--- src/hdl/pwmc_pkg.sv ---
// Package of constants for the pulse width channel with period counter
package pwmc_pkg;
  // ----------------------------------------------------------------
  // Register map, word offsets in bytes
  // ----------------------------------------------------------------
  localparam logic [7:0]  ADDR_CTRL      = 8'h00;
  localparam logic [7:0]  ADDR_PERIOD    = 8'h04;
  localparam logic [7:0]  ADDR_DUTY      = 8'h08;
  localparam logic [7:0]  ADDR_UPDATE    = 8'h0C;
  localparam logic [7:0]  ADDR_STATUS    = 8'h10;
  localparam logic [7:0]  ADDR_COUNT     = 8'h14;
  localparam logic [7:0]  ADDR_PRESCALE  = 8'h18;
  // ----------------------------------------------------------------
  // Field positions
  // ----------------------------------------------------------------
  localparam int          CTRL_EN_BIT    = 0;
  localparam int          CTRL_CENTER_ALIGN_SELECT_BIT  = 1;
  localparam int          CTRL_UPSEL_BIT = 2;
  localparam int          STAT_ENF_BIT   = 0;
  localparam int          STAT_EVT_BIT   = 1;
  localparam int          CNT_W          = 20;
  // ----------------------------------------------------------------
  // Reset and restart values
  // ----------------------------------------------------------------
  localparam logic [19:0] CNT_FIRST      = 20'h0_0000;
  localparam logic [19:0] CNT_RELOAD     = 20'h0_0001;
  localparam logic [19:0] PERIOD_RST     = 20'h0_0000;
  localparam logic [19:0] DUTY_RST       = 20'h0_0000;
  localparam logic [19:0] ZERO_VALUE     = 20'h0_0000;
  localparam logic [7:0]  PRESCALE_RST   = 8'h00;
  localparam logic [31:0] UNMAPPED_DATA  = 32'h0000_0000;
endpackage : pwmc_pkg

--- src/hdl/pwmc_tick.sv ---
// Channel clock tick divider
`timescale 1ns/100ps
module pwmc_tick #(
  parameter int W = 8
) (
  input  wire logic         clk,
  input  wire logic         rst_n,
  input  wire logic         run,
  input  wire logic [W-1:0] divide,
  output logic              tick
);
  import pwmc_pkg::*;
  logic [W-1:0] div_ff;
  logic [W-1:0] nxt_div;
  wire          div_end = (div_ff == divide);

  // Tick when the divider reaches its programmed count
  assign tick    = run & div_end;
  assign nxt_div = (!run || div_end) ? '0 : W'(div_ff + 1'b1);

  // ----------------------------------------------------------------
  // Divider register
  // ----------------------------------------------------------------
  always_ff @(posedge clk or negedge rst_n) begin
    if (!rst_n) begin
      div_ff <= '0;
    end else begin
      div_ff <= nxt_div;
    end
  end
endmodule : pwmc_tick

--- src/hdl/pwmc_channel.sv ---
// Pulse width channel with period counter and Avalon-MM slave
//
// The implementer's own choices: the register addresses and register access over Avalon-MM.
`timescale 1ns/100ps
module pwmc_channel #(
  parameter int CW = pwmc_pkg::CNT_W,
  parameter int PW = 8
) (
  input  wire logic        clk,
  input  wire logic        arst_n,
  input  wire logic [7:0]  avs_address,
  input  wire logic        avs_read,
  input  wire logic        avs_write,
  input  wire logic [31:0] avs_writedata,
  input  wire logic [3:0]  avs_byteenable,
  output logic [31:0]      avs_readdata,
  output logic             avs_waitrequest,
  output logic             pwm_out,
  output logic             channel_event
);
  import pwmc_pkg::*;

  // ----------------------------------------------------------------
  // Reset release
  // ----------------------------------------------------------------
  logic       rst_meta_ff;
  logic       rst_ff;
  // Two flip-flops release the asynchronous reset on a clock edge,
  // so that no register leaves reset a cycle before the others
  always_ff @(posedge clk or negedge arst_n) begin
    if (!arst_n) begin
      rst_meta_ff <= 1'b0;
      rst_ff      <= 1'b0;
    end else begin
      rst_meta_ff <= 1'b1;
      rst_ff      <= rst_meta_ff;
    end
  end

  // ----------------------------------------------------------------
  // Registers and state
  // ----------------------------------------------------------------
  logic          enable_ff;
  logic          center_align_select_ff;
  logic          upd_sel_duty_ff;
  logic [CW-1:0] period_ff;
  logic [CW-1:0] duty_ff;
  logic [CW-1:0] channel_update_value_ff;
  logic          upd_pend_ff;
  logic [PW-1:0] prescale_ff;
  logic [CW-1:0] cnt_ff;
  logic          down_ff;
  logic          first_ff;
  logic          channel_enabled_flag_ff;
  logic          event_ff;
  logic          ack_ff;
  logic [31:0]   rdata_ff;
  logic          pwm_ff;

  // Bus decode; every access waits one cycle, then completes at the edge
  // where waitrequest reads low; writes and read side effects land there,
  // while read data are captured one edge earlier so they stand when taken
  wire           req      = (avs_read | avs_write) & ~ack_ff;
  wire           wr       = avs_write & ack_ff;
  wire           rd       = avs_read & ~ack_ff;
  wire           rd_done  = avs_read & ack_ff;
  wire           wr_ctrl  = wr & (avs_address == ADDR_CTRL) & avs_byteenable[0];
  wire           wr_per   = wr & (avs_address == ADDR_PERIOD);
  wire           wr_duty  = wr & (avs_address == ADDR_DUTY);
  wire           wr_upd   = wr & (avs_address == ADDR_UPDATE);
  wire           wr_pre   = wr & (avs_address == ADDR_PRESCALE) & avs_byteenable[0];
  wire           rd_stat  = rd_done & (avs_address == ADDR_STATUS);
  wire           ev_seen  = rd_stat & rdata_ff[STAT_EVT_BIT];
  wire [CW-1:0]  wval     = avs_writedata[CW-1:0];
  wire           en_set   = wr_ctrl & avs_writedata[CTRL_EN_BIT] & ~enable_ff;
  wire           en_clr   = wr_ctrl & ~avs_writedata[CTRL_EN_BIT] & enable_ff;
  wire           center_align_select_new = wr_ctrl ? avs_writedata[CTRL_CENTER_ALIGN_SELECT_BIT] : center_align_select_ff;

  assign avs_waitrequest = (avs_read | avs_write) & ~ack_ff;
  assign avs_readdata    = rdata_ff;
  assign pwm_out         = pwm_ff;
  assign channel_event   = event_ff;

  // Ticks run while enabled and through the period after a disable;
  // an enable restarts the divider so the first period is complete
  wire  wind_down = first_ff & ~enable_ff;
  wire  tick_run  = (enable_ff | wind_down) & ~en_set;

  // Channel clock tick
  logic tick;
  pwmc_tick #(.W(PW)) u_tick (
    .clk    (clk),
    .rst_n  (rst_ff),
    .run    (tick_run),
    .divide (prescale_ff),
    .tick   (tick)
  );

  // Period end detection and counter movement
  wire at_top     = (cnt_ff == period_ff);
  wire at_bottom  = (cnt_ff == ZERO_VALUE) | (cnt_ff == CNT_RELOAD);
  wire left_end   = tick & ~center_align_select_ff & at_top;
  wire center_end = tick & center_align_select_ff & down_ff & at_bottom;
  wire period_end = left_end | center_end;
  wire upd_ok     = upd_pend_ff & (upd_sel_duty_ff | (channel_update_value_ff != ZERO_VALUE));

  // Next count: restart on enable, reload on wrap, else step up or down
  logic [CW-1:0] nxt_cnt;
  logic          nxt_down;
  always_comb begin
    nxt_cnt  = cnt_ff;
    nxt_down = down_ff;
    if (en_set) begin
      nxt_cnt  = CNT_FIRST;
      nxt_down = 1'b0;
    end else if (tick) begin
      if (period_end) begin
        nxt_cnt  = CNT_RELOAD;
        nxt_down = 1'b0;
      end else if (center_align_select_ff && at_top) begin
        nxt_down = 1'b1;
        nxt_cnt  = CW'(cnt_ff - 1'b1);
      end else if (down_ff) begin
        nxt_cnt  = CW'(cnt_ff - 1'b1);
      end else begin
        nxt_cnt  = CW'(cnt_ff + 1'b1);
      end
    end
  end

  // Enable status lags a disable until the running period has ended;
  // software must not trust it earlier
  wire nxt_enf   = en_set | (channel_enabled_flag_ff & (enable_ff | (wind_down & ~period_end)));
  wire nxt_first = en_clr | (wind_down & ~period_end & ~en_set);

  // Event: set on period end or center-aligned enable; a status read
  // clears only an event it has returned, and a new set wins
  wire ev_set  = period_end | (en_set & center_align_select_new);
  wire nxt_ev  = ev_set | (event_ff & ~ev_seen);

  // Read data selection
  // Captured when a read first appears, returned one edge later
  logic [31:0] rsel;
  always_comb begin
    rsel = UNMAPPED_DATA;
    unique case (avs_address)
      ADDR_CTRL:     rsel = {29'h0, upd_sel_duty_ff, center_align_select_ff, enable_ff};
      ADDR_PERIOD:   rsel = {{(32-CW){1'b0}}, period_ff};
      ADDR_DUTY:     rsel = {{(32-CW){1'b0}}, duty_ff};
      ADDR_UPDATE:   rsel = {{(32-CW){1'b0}}, channel_update_value_ff};
      ADDR_STATUS:   rsel = {30'h0, event_ff, channel_enabled_flag_ff};
      ADDR_COUNT:    rsel = {{(32-CW){1'b0}}, cnt_ff};
      ADDR_PRESCALE: rsel = {{(32-PW){1'b0}}, prescale_ff};
      default:       rsel = UNMAPPED_DATA;
    endcase
  end

  // ----------------------------------------------------------------
  // Bus and configuration registers
  // ----------------------------------------------------------------
  always_ff @(posedge clk or negedge rst_ff) begin
    if (!rst_ff) begin
      ack_ff                 <= 1'b0;
      rdata_ff               <= UNMAPPED_DATA;
      enable_ff              <= 1'b0;
      center_align_select_ff <= 1'b0;
      upd_sel_duty_ff        <= 1'b0;
      prescale_ff            <= PRESCALE_RST;
    end else begin
      ack_ff   <= req;
      rdata_ff <= rd ? rsel : rdata_ff;
      if (wr_ctrl) begin
        enable_ff              <= avs_writedata[CTRL_EN_BIT];
        center_align_select_ff <= avs_writedata[CTRL_CENTER_ALIGN_SELECT_BIT];
        upd_sel_duty_ff        <= avs_writedata[CTRL_UPSEL_BIT];
      end
      if (wr_pre) begin
        prescale_ff <= avs_writedata[PW-1:0];
      end
    end
  end

  // Period, duty and pending update; update lands at period end
  // A zero period update is dropped, yet the pending mark still clears
  always_ff @(posedge clk or negedge rst_ff) begin
    if (!rst_ff) begin
      period_ff               <= PERIOD_RST;
      duty_ff                 <= DUTY_RST;
      channel_update_value_ff <= ZERO_VALUE;
      upd_pend_ff             <= 1'b0;
    end else begin
      if (wr_per && !enable_ff) begin
        period_ff <= wval;
      end else if (period_end && upd_ok && !upd_sel_duty_ff) begin
        period_ff <= channel_update_value_ff;
      end
      if (wr_duty && !enable_ff) begin
        duty_ff <= wval;
      end else if (period_end && upd_ok && upd_sel_duty_ff) begin
        duty_ff <= channel_update_value_ff;
      end
      if (wr_upd) begin
        channel_update_value_ff <= wval;
      end
      upd_pend_ff <= wr_upd | (upd_pend_ff & ~period_end);
    end
  end

  // Counter, status and output
  // Output stays low while winding down after a disable
  always_ff @(posedge clk or negedge rst_ff) begin
    if (!rst_ff) begin
      cnt_ff                  <= CNT_FIRST;
      down_ff                 <= 1'b0;
      first_ff                <= 1'b0;
      channel_enabled_flag_ff <= 1'b0;
      event_ff                <= 1'b0;
      pwm_ff                  <= 1'b0;
    end else begin
      cnt_ff                  <= nxt_cnt;
      down_ff                 <= nxt_down;
      first_ff                <= nxt_first;
      channel_enabled_flag_ff <= nxt_enf;
      event_ff                <= nxt_ev;
      pwm_ff                  <= enable_ff & (cnt_ff < duty_ff);
    end
  end
endmodule : pwmc_channel

--- config.mk ---
export PLATFORM = sky130hd
export DESIGN_NAME = pwmc_channel
export DESIGN_NICKNAME = d
export VERILOG_FILES = /design/src/hdl/pwmc_pkg.sv /design/src/hdl/pwmc_tick.sv /design/src/hdl/pwmc_channel.sv
export SDC_FILE = /design/constraint.sdc
export NUM_CORES = 1
export LEC_CHECK = 0
export ABC_AREA = 1
export BUFFER_PORTS_ARGS = -buffer_cell sky130_fd_sc_hd__buf_2
export CORE_MARGIN = 10
export CORE_UTILIZATION = 40
export DETAILED_ROUTE_END_ITERATION = 6
export PLACE_DENSITY = 0.63
export SYNTH_ARGS = -nofsm -noshare
export SYNTH_HDL_FRONTEND = slang
export SYNTH_HIERARCHICAL = 1
export SYNTH_SLANG_ARGS = --single-unit
--- constraint.sdc ---
create_clock -name clk -period 6.8 [get_ports clk]
set_input_delay 0.68 -clock clk [delete_from_list [all_inputs] [get_ports clk]]
set_output_delay 0.68 -clock clk [all_outputs]
set_load 0.05 [all_outputs]
**After elaboration in Yosys (flattened, before gate mapping)**

Index checks and enable logic that the tools add are counted.

- Flip-flop bits (word level): 140
- Logic and storage cells: 117
- Output and inout bits: 35
- Input bits: 48

- Equality and inequality tests: 9
- Reduce and logical (&&, ||, !) cells: 18
- Bitwise operators: 51
- Magnitude comparators: 1
- Multiplexer cells: 16
- Add/subtract/negate cells: 3

Operators by type and width:

| cell | count |
|---|---|
| 20-bit two-way mux | 9 |
| 20-bit case mux with 7 select lines | 1 |
| 1-bit bitwise AND | 33 |
| 8-bit by 5-bit equality test with 1-bit output (second input constant) | 3 |
| 20-bit by 1-bit adder with 20-bit output (second input constant) | 1 |
| 20-bit by 1-bit equality test with 1-bit output (second input constant) | 1 |
| 20-bit equality test | 1 |
| 20-bit zero test | 1 |
| 20-bit less-than comparator | 1 |
| 20-bit nonzero test | 1 |
| 20-bit by 1-bit subtractor with 20-bit output (second input constant) | 1 |
| 8-bit by 4-bit equality test with 1-bit output (second input constant) | 2 |
| 1-bit bitwise OR | 11 |
| 8-bit by 1-bit adder with 8-bit output (second input constant) | 1 |
| 8-bit by 3-bit equality test with 1-bit output (second input constant) | 1 |
| 8-bit equality test | 1 |
| 8-bit zero test | 1 |
| 8-bit two-way mux | 1 |
| 1-bit NOT | 7 |
| 1-bit logical AND | 6 |
| 2-bit nonzero test | 3 |
| 1-bit two-way mux | 5 |
| 1-bit zero test | 3 |
| 3-bit nonzero test | 1 |
| other kinds (2) | 2 |

**Depth between registers and ports, before layout**

Gate-level depths: netlist of the first run.

- Word-level depth: 17
- Gate-level depth with buffers: 19

**Hierarchy**

Netlist of the first run, hierarchy kept.

By module, submodules not included:

| module | area an instance (um2) | times used | cells each | seq. area each (um2) |
|---|---|---|---|---|
| pwmc_channel | 7978.9 | 1 | 1172 | 3002.9 |
| pwmc_tick | 515.5 | 1 | 72 | 200.2 |

**Least setup slack after synthesis of the first run**

No wires, ideal clock.

- Path type: input to register
- Start point: in avs_address[5]
- End point: reg cnt_ff[11]
- Arrival time: 2.485 ns
- Setup time: 0.076 ns
- Path buffers: 1
- Cell stages on the path: 18
- Setup slack: 4.239 ns
- Cells stage by stage: nor2_1 -> nand3_1 -> nor2_1 -> nand2_1 -> inv_1 -> nand2_1 -> nand2_1 -> nand2_1 -> inv_1 -> nor2_1 -> inv_1 -> nor2_1 -> nand4_2 -> nand2_1 -> nor2_2 -> buf_2 -> nand3_1 -> o21ai_1

- Longest elaborated chain between the ends: 15

RTL lines:

| what | RTL line | source |
|---|---|---|
| start, declared | pwmc_channel.sv:11 | `input wire logic [7:0] avs_address,` |
| 8-bit zero test (*) | pwmc_channel.sv:67 | `wire wr_ctrl = wr & (avs_address == ADDR_CTRL) & avs_byteenable[0];` |
| 1-bit bitwise AND (*) (2 in a row) | pwmc_channel.sv:67 |  |
| 1-bit bitwise AND (*) (2 in a row) | pwmc_channel.sv:75 | `wire en_set = wr_ctrl & avs_writedata[CTRL_EN_BIT] & ~enable_ff;` |
| 1-bit NOT (*) | pwmc_channel.sv:87 | `wire tick_run = (enable_ff \| wind_down) & ~en_set;` |
| 1-bit bitwise AND (*) | pwmc_channel.sv:87 |  |
| named net tick_run | pwmc_channel.sv:87 |  |
| 1-bit bitwise AND (*) | pwmc_tick.sv:18 | `assign tick = run & div_end;` |
| named net tick | pwmc_channel.sv:90 | `logic tick;` |
| 1-bit bitwise AND (3 in a row) | pwmc_channel.sv:103 | `wire center_end = tick & center_align_select_ff & down_ff & at_bottom;` |
| 1-bit bitwise OR | pwmc_channel.sv:104 | `wire period_end = left_end \| center_end;` |
| 20-bit two-way mux | pwmc_channel.sv:117 | `if (period_end) begin` |
| 20-bit two-way mux | pwmc_channel.sv:116 | `end else if (tick) begin` |
| 20-bit two-way mux | pwmc_channel.sv:113 | `if (en_set) begin` |
| end signal, assigned | pwmc_channel.sv:220 | `cnt_ff <= nxt_cnt;` |
| end, declared | pwmc_channel.sv:51 | `logic [CW-1:0] cnt_ff;` |

The timed path passes the listed nets; every way through them passes the cells marked *. The select of a mux whose other input is x is not followed.
A chain may end at the register's enable or synchronous reset.

**Worst setup path in the final report of the first run**

- Start point: reg ack_ff
- End point: reg duty_ff[3]

- Longest elaborated chain between the ends: 15

RTL lines:

| what | RTL line | source |
|---|---|---|
| start, declared | pwmc_channel.sv:56 | `logic ack_ff;` |
| start signal, assigned | pwmc_channel.sv:170 | `ack_ff <= req;` |
| 1-bit bitwise AND (*) | pwmc_channel.sv:64 | `wire wr = avs_write & ack_ff;` |
| 1-bit bitwise AND (*) (2 in a row) | pwmc_channel.sv:67 |  |
| 1-bit bitwise AND (*) (2 in a row) | pwmc_channel.sv:75 |  |
| 1-bit NOT (*) | pwmc_channel.sv:87 |  |
| 1-bit bitwise AND (*) | pwmc_channel.sv:87 |  |
| named net tick_run | pwmc_channel.sv:87 |  |
| 1-bit bitwise AND (*) | pwmc_tick.sv:18 |  |
| named net tick | pwmc_channel.sv:90 |  |
| 1-bit bitwise AND (3 in a row) | pwmc_channel.sv:103 |  |
| 1-bit bitwise OR (*) | pwmc_channel.sv:104 |  |
| 1-bit logical AND (*) (2 in a row) | pwmc_channel.sv:199 | `end else if (period_end && upd_ok && upd_sel_duty_ff) begin` |
| 2-bit nonzero test (no line) (*) | n/a |  |
| end signal, assigned | pwmc_channel.sv:198 | `duty_ff <= wval;` |
| end signal, assigned | pwmc_channel.sv:200 | `duty_ff <= channel_update_value_ff;` |
| end, declared | pwmc_channel.sv:47 | `logic [CW-1:0] duty_ff;` |

The timed path passes the listed nets; every way through them passes the cells marked *.

==> results of run 1 <==
-- through the flow --
step	instance area, sq um	cells	power [mW]	utilization	setup WS, ps
global route	9460	1556	3.37	0.451	2560
finish	9460	1556	3.15	0.451	2830
floorplan	8540	1255	1.88	-	2970
detailed placement	8850	1524	2.18	0.423	2540
global placement	8850	1524	2.17	0.423	2570
CTS	9460	1556	3.14	0.451	2900
-- flip-flops by register name, summed over array words and instances (netlist names) --
register	flops
channel_update_value_ff	20
center_align_select_ff	1
down_ff	1
channel_event	1
duty_ff	20
rst_ff	1
rst_meta_ff	1
enable_ff	1
upd_sel_duty_ff	1
upd_pend_ff	1
u_tick/div_ff	8
ack_ff	1
prescale_ff	8
period_ff	20
first_ff	1
avs_readdata	20
cnt_ff	20
pwm_out	1
channel_enabled_flag_ff	1
-- layer usage --
metal | GRT usage | vias to the layer above | wire, um
li1 | - | 4016 | -
met1 | 0.253 | 3759 | 12100
met2 | 0.284 | 265 | 11700
met3 | 0.0334 | 37 | 1430
met4 | 0.0593 | 0 | 495
met5 | 0 | - | 0
-- layout make-up --
cell class / instances / area (sq um) / area share
multi-input cells: 928 / 4490 / 0.474
well taps: 275 / 344 / 0.0364
clock inverters: 14 / 166 / 0.0176
clock buffers: 18 / 439 / 0.0464
repair buffers: 61 / 320 / 0.0339
flip-flops and latches: 128 / 3210 / 0.339
inverters: 132 / 495 / 0.0524
-- power by group --
part	internal, mW	switching [mW]	leakage [nW]
logic	0.401	0.803	2.71
clock network	0.562	0.389	0.289
registers	0.826	0.165	1.75
total	1.79	1.36	4.75
-- worst min path at each step --
| stage | from | endpoint | slack, ps | depth (start not counted) |
|---|---|---|---|---|
| 2_1_floorplan | rst_meta_ff$_DFF_PN0_ | rst_ff$_DFF_PN0_ | 330 | 0 |
| 3_3_place_gp | rst_meta_ff$_DFF_PN0_ | rst_ff$_DFF_PN0_ | 340 | 0 |
| 3_5_place_dp | rst_meta_ff$_DFF_PN0_ | rst_ff$_DFF_PN0_ | 340 | 0 |
| 4_1_cts | arst_n | rst_ff$_DFF_PN0_ | 4 | 1 |
| 5_1_grt | arst_n | rst_ff$_DFF_PN0_ | 5 | 1 |
| 6_report | arst_n | rst_ff$_DFF_PN0_ | 10 | 1 |
-- synthesized netlist by cell type (14+ instances only) --
master	instances	area, sq um
nor2_1	86	323
buf_2	17	85.1
ha_1	24	300
o21ai_1	14	70.1
nand3_1	107	536
o22ai_1	17	106
dfrtp_1	128	3200
o21ai_0	122	611
xor2_1	31	272
nand2_1	416	1560
nor3_1	18	90.1
a21oi_1	18	90.1
inv_1	119	447
buf_4	17	128
clkbuf_1	30	113
-- critical path, cell delays in order (launching register included) --
cell and delay, ps:
dfrtp_1 400, nand2_1 220, nor2_1 90, nand2_1 160
inv_1 100, nand2_1 80, nand2_1 50, nand2_1 160
inv_1 60, nor2_1 310, inv_1 120, nor2_1 140
nand4_2 180, nand2_2 160, nand3_2 460, nand2_1 960
nand2_1 140, nand2_1 110
-- logic make-up (layout without fill, tap and decap cells) --
family | count (synthesis) | count (layout) | share of synthesized area
xor+xnor | 41 | 41 | 0.0423
flops | 128 | 128 | 0.377
fa+ha+maj | 24 | 24 | 0.0354
simple gates | 662 | 662 | 0.326
buf+inv | 199 | 225 | 0.0997
other cells | 2 | 13 | 0.000884
compound gates | 188 | 188 | 0.119
-- placed cells by master (no fill, tap or decap), types with 24 or more instances in the layout --
cell / instances
nor2_1: 86
dfrtp_1: 127
xor2_1: 31
buf_2: 55
nand3_1: 107
inv_1: 119
o21ai_0: 122
nand2_1: 415
ha_1: 24
==> flow_summary.ini, run 1 <==
[logic_synthesis]
async_flop_share = 1.00
synthCells = 1244
synthFlopType = dfrtp_1
ys_seq_area_frac = 0.377
synth_edf_count = 0
ys_seq_elements = 128
synth_cell_types = 39
syn_area_sq_um = 8490
ys_warn_count = 6
syn_avg_cell_area_sq_um = 6.83

[floorplan]
start_util = 0.405
die_area_sq_um = 27500
rows = 53
io_pins = 83
die_h_um = 166
core_sq_um = 21000
die_w_um = 166

[worst_setup_path]
cp_max_fo = 21
r2r_slack_ps = 2830
required_ps = 7160
arrival_ps = 4330
crit_path_start = ack_ff$_DFF_PN0_
crit_path_end = duty_ff[3]$_DFFE_PN0P_
r2r-start = ack_ff$_DFF_PN0_
r2r_cells = 17
endpoint_kind = register
path_class = reg2reg
timing.rr.end = duty_ff[3]$_DFFE_PN0P_
cp-start-kind = register

[power]
powerDensity_nw_per_um2 = 333
irDropWorstVdd_mv = 0.161
leakagePower_nw = 4.75

[cells_and_area]
drive_gt1_frac = 0.0984
diodes = 0
fillers = 2210
nets = 1340
area_delta_synth_final_pct = 11.4

[routing]
viasPerCell = 5.19
dr.pass1.iters = 5
wirelength_mm = 25.7
drc = 0
via_count = 8077
drtAntennaViolNets = 0
wl_per_cell_um = 16.5
drtIter0Drc = 720

[global_routing]
grt_pass1_wl_mm = 41.5
grt_overflow = 0
antenna_found_initial = 0
grt_pass1_vias = 7467
grt_use_total = 0.184
grt_max_degree = 79

[timing]
drv_slew = 0
fin_crit_ps = 3970
hold_viol = 0
period_share = 0.584
worst_slew_pin_slew_ps = 1000
rsz0062_at_grt = no
finalSetupViolations = 0
finalSetupTns_ps = 0
fin_skew_ps = 14.5
slew_headroom = 0.331
holdWs_ps = 10.8
fmax_mhz = 252

[flow_run]
max_cap_violations = 0

[cts]
cts_buffers = 17
htree_levels = 4
cts_tree = done
cts-root-buf = clkbuf_16
insertion_delay_ps = 440
cts_resized = 0
cts_sinks = 128
cts_setup_buffers = 0
path_clk_slew_ps = 70
postCtsHoldBufs = 0
cts_buffer_depth = 2

[hold_path]
hp-class = in2async

[placement]
port_buffers = 55
gp_congestion = 0.921
place_hpwl_mm = 18.6

[outcome]
status = finished clean
Note: power is estimated with default switching activity, not from simulation.
==> run 2, diff against run 1 <==
--- a/config.mk
+++ b/config.mk
@@ -10,7 +10,7 @@
 export CORE_MARGIN = 10
 export CORE_UTILIZATION = 40
 export DETAILED_ROUTE_END_ITERATION = 6
-export PLACE_DENSITY = 0.63
+export PLACE_DENSITY = 0.65
 export SYNTH_ARGS = -nofsm -noshare
 export SYNTH_HDL_FRONTEND = slang
 export SYNTH_HIERARCHICAL = 1
==> constraint.sdc (replaced) <==
create_clock -name clk -period 3.47 [get_ports clk]
set_input_delay 0.347 -clock clk [delete_from_list [all_inputs] [get_ports clk]]
set_output_delay 0.347 -clock clk [all_outputs]
set_load 0.05 [all_outputs]
==> run 2 against run 1 <==
Against the previous run:
- design area is 2.1% higher
- clock power is 100% higher
- sequential share of layout area is 0.69 points lower
- core utilization is 0.94 points higher
- critical endpoint is now period_ff[3]$_DFFE_PN0P_
- sequential power is 95% higher
- largest cell class unchanged
- combinational power is 100% higher
==> flow_summary.ini, run 2 (synthesis results as in run 1) <==
[outcome]
status = finished clean

[floorplan]
rows = 53
core_sq_um = 21000
io_pins = 83
die_h_um = 166
start_util = 0.405
die_w_um = 166
die_area_sq_um = 27500

[worst_setup_path]
path_class = reg2reg
cp_top_family = simple AND/OR/NAND/NOR gates
r2r-start = ack_ff$_DFF_PN0_
cp-start-kind = register
crit_path_end = period_ff[3]$_DFFE_PN0P_
r2r_slack_ps = 480
r2r_cells = 18
crit_chain = nand2_1 > nor2_1 > nand2_1 > inv_1 > nand2_1 > nand2_1 > nand2_1 > inv_1 > nor2_1 > inv_1 > nor2_1 > nand4_2 > nand2_2 > nand3_2 > nand2_1 > buf_4 > nand2_1 > nand2_1
slowest_delay_ps = 400
timing.rr.end = period_ff[3]$_DFFE_PN0P_
endpoint_kind = register
required_ps = 3830
cpMaxStageDelayCell = dfrtp_1
arrival_ps = 3360
cp_max_fo = 18
crit_path_start = ack_ff$_DFF_PN0_
path_buf_inv = 4
cp_common_cell = nand2_1
cp.depth = 18

[routing]
dr.pass1.iters = 5
viasPerCell = 5.18
met2_length_mm = 12.2
wirelength_mm = 25.9
wl_per_cell_um = 16.5
highest_layer = met4
drc = 0
drtAntennaViolNets = 0
met3_length_mm = 1.51
via_count = 8157
drtIter0Drc = 746
wl_met1_mm = 11.6

[power]
leakagePower_nw = 4.86
irDropWorstVdd_mv = 0.371
powerDensity_nw_per_um2 = 653

[timing]
period_share = 0.862
rsz0062_at_grt = no
drv_slew = 0
fmax_mhz = 334
finalSetupViolations = 0
fin_skew_ps = 16.2
slew_headroom = 0.382
setup_ws_ps = 479
finalSetupTns_ps = 0
hold_viol = 0
worst_slew_pin_slew_ps = 925
fin_crit_ps = 2990

[global_routing]
antenna_found_initial = 0
grt_pass1_vias = 7783
grt_overflow = 0
grt_pass1_wl_mm = 42.1
grt_max_degree = 79
grt_use_total = 0.187

[cells_and_area]
drive_gt1_frac = 0.109
nets = 1358
final_cell_mix = nand2_1 (415), dfrtp_1 (127), o21ai_0 (122), inv_1 (119), nand3_1 (107)
area_delta_synth_final_pct = 13.7
fillers = 2171
mostFrequentLayoutCell = nand2_1
diodes = 0

[flow_run]
max_cap_violations = 0

[hold_path]
hold-path-cell-count = 3
hp-class = in2reg

[cts]
cts_buffers = 17
cts-root-buf = clkbuf_16
cts_buffer_depth = 2
cts_tree = done
path_clk_slew_ps = 60
postCtsHoldBufs = 1
cts_resized = 0
insertion_delay_ps = 430
cts_sinks = 128
htree_levels = 4
cts_setup_buffers = 0

[placement]
port_buffers = 55
dp_slack_ps = 514
place_hpwl_mm = 19.2
gp_congestion = 0.916
[run 2: cell count changes in the layout (fill, tap and decap cells not counted), sizes merged]
cell / before / now
buf: 61 / 78
bufinv: 2 / 4
clkbuf: 18 / 20
clkinv: 1 / 4
dlygate4sd3: 0 / 1
inv: 140 / 133
[run 2: per-stage QoR]
| stage | std cells | utilization | total power [mW] | instance area [sq um] | hold WS, ps |
|---|---|---|---|---|---|
| floorplan | 1255 | - | 3.69 | 8540 | 51.4 |
| global placement | 1541 | 0.430 | 4.31 | 9010 | 132 |
| detailed placement | 1541 | 0.430 | 4.36 | 9010 | 135 |
| CTS | 1574 | 0.461 | 6.32 | 9660 | 202 |
| global route | 1574 | 0.461 | 6.74 | 9660 | 215 |
| finish | 1574 | 0.461 | 6.31 | 9660 | 209 |
[run 2: worst min path at each step]
stage / start / end / slack [ps]
3_3_place_gp: arst_n / rst_meta_ff$_DFF_PN0_ / 130
4_1_cts: avs_read / ack_ff$_DFF_PN0_ / 200
2_1_floorplan: arst_n / rst_ff$_DFF_PN0_ / 50
5_1_grt: arst_n / rst_ff$_DFF_PN0_ / 220
6_report: avs_write / ack_ff$_DFF_PN0_ / 210
3_5_place_dp: arst_n / rst_meta_ff$_DFF_PN0_ / 140
[run 2: cell type report]
type | instances | area (sq um) | area share
sequential | 128 | 3210 | 0.332
timing repair buffer | 79 | 483 | 0.0500
clock buffer | 20 | 457 | 0.0473
tap | 275 | 344 | 0.0356
multi-input combinational | 928 | 4490 | 0.465
clock inverter | 12 | 183 | 0.0189
inverter | 132 | 495 | 0.0513
[run 2: where the power goes]
group / internal, mW / switching, mW / leakage (nW)
registers: 1.62 / 0.314 / 1.75
logic: 0.845 / 1.59 / 2.80
clock network: 1.24 / 0.692 / 0.303
total: 3.71 / 2.60 / 4.86
[run 2: per-layer routing]
layer | track usage | vias to the layer above
met5 | 0 | -
met4 | 0.0755 | 0
met3 | 0.0296 | 41
met2 | 0.297 | 258
met1 | 0.247 | 3799
li1 | - | 4059
[run 2: tightest hold or removal path, stage by stage]
cell and delay [ps]:
buf_2 90, nor2_1 40, nor2_1 110
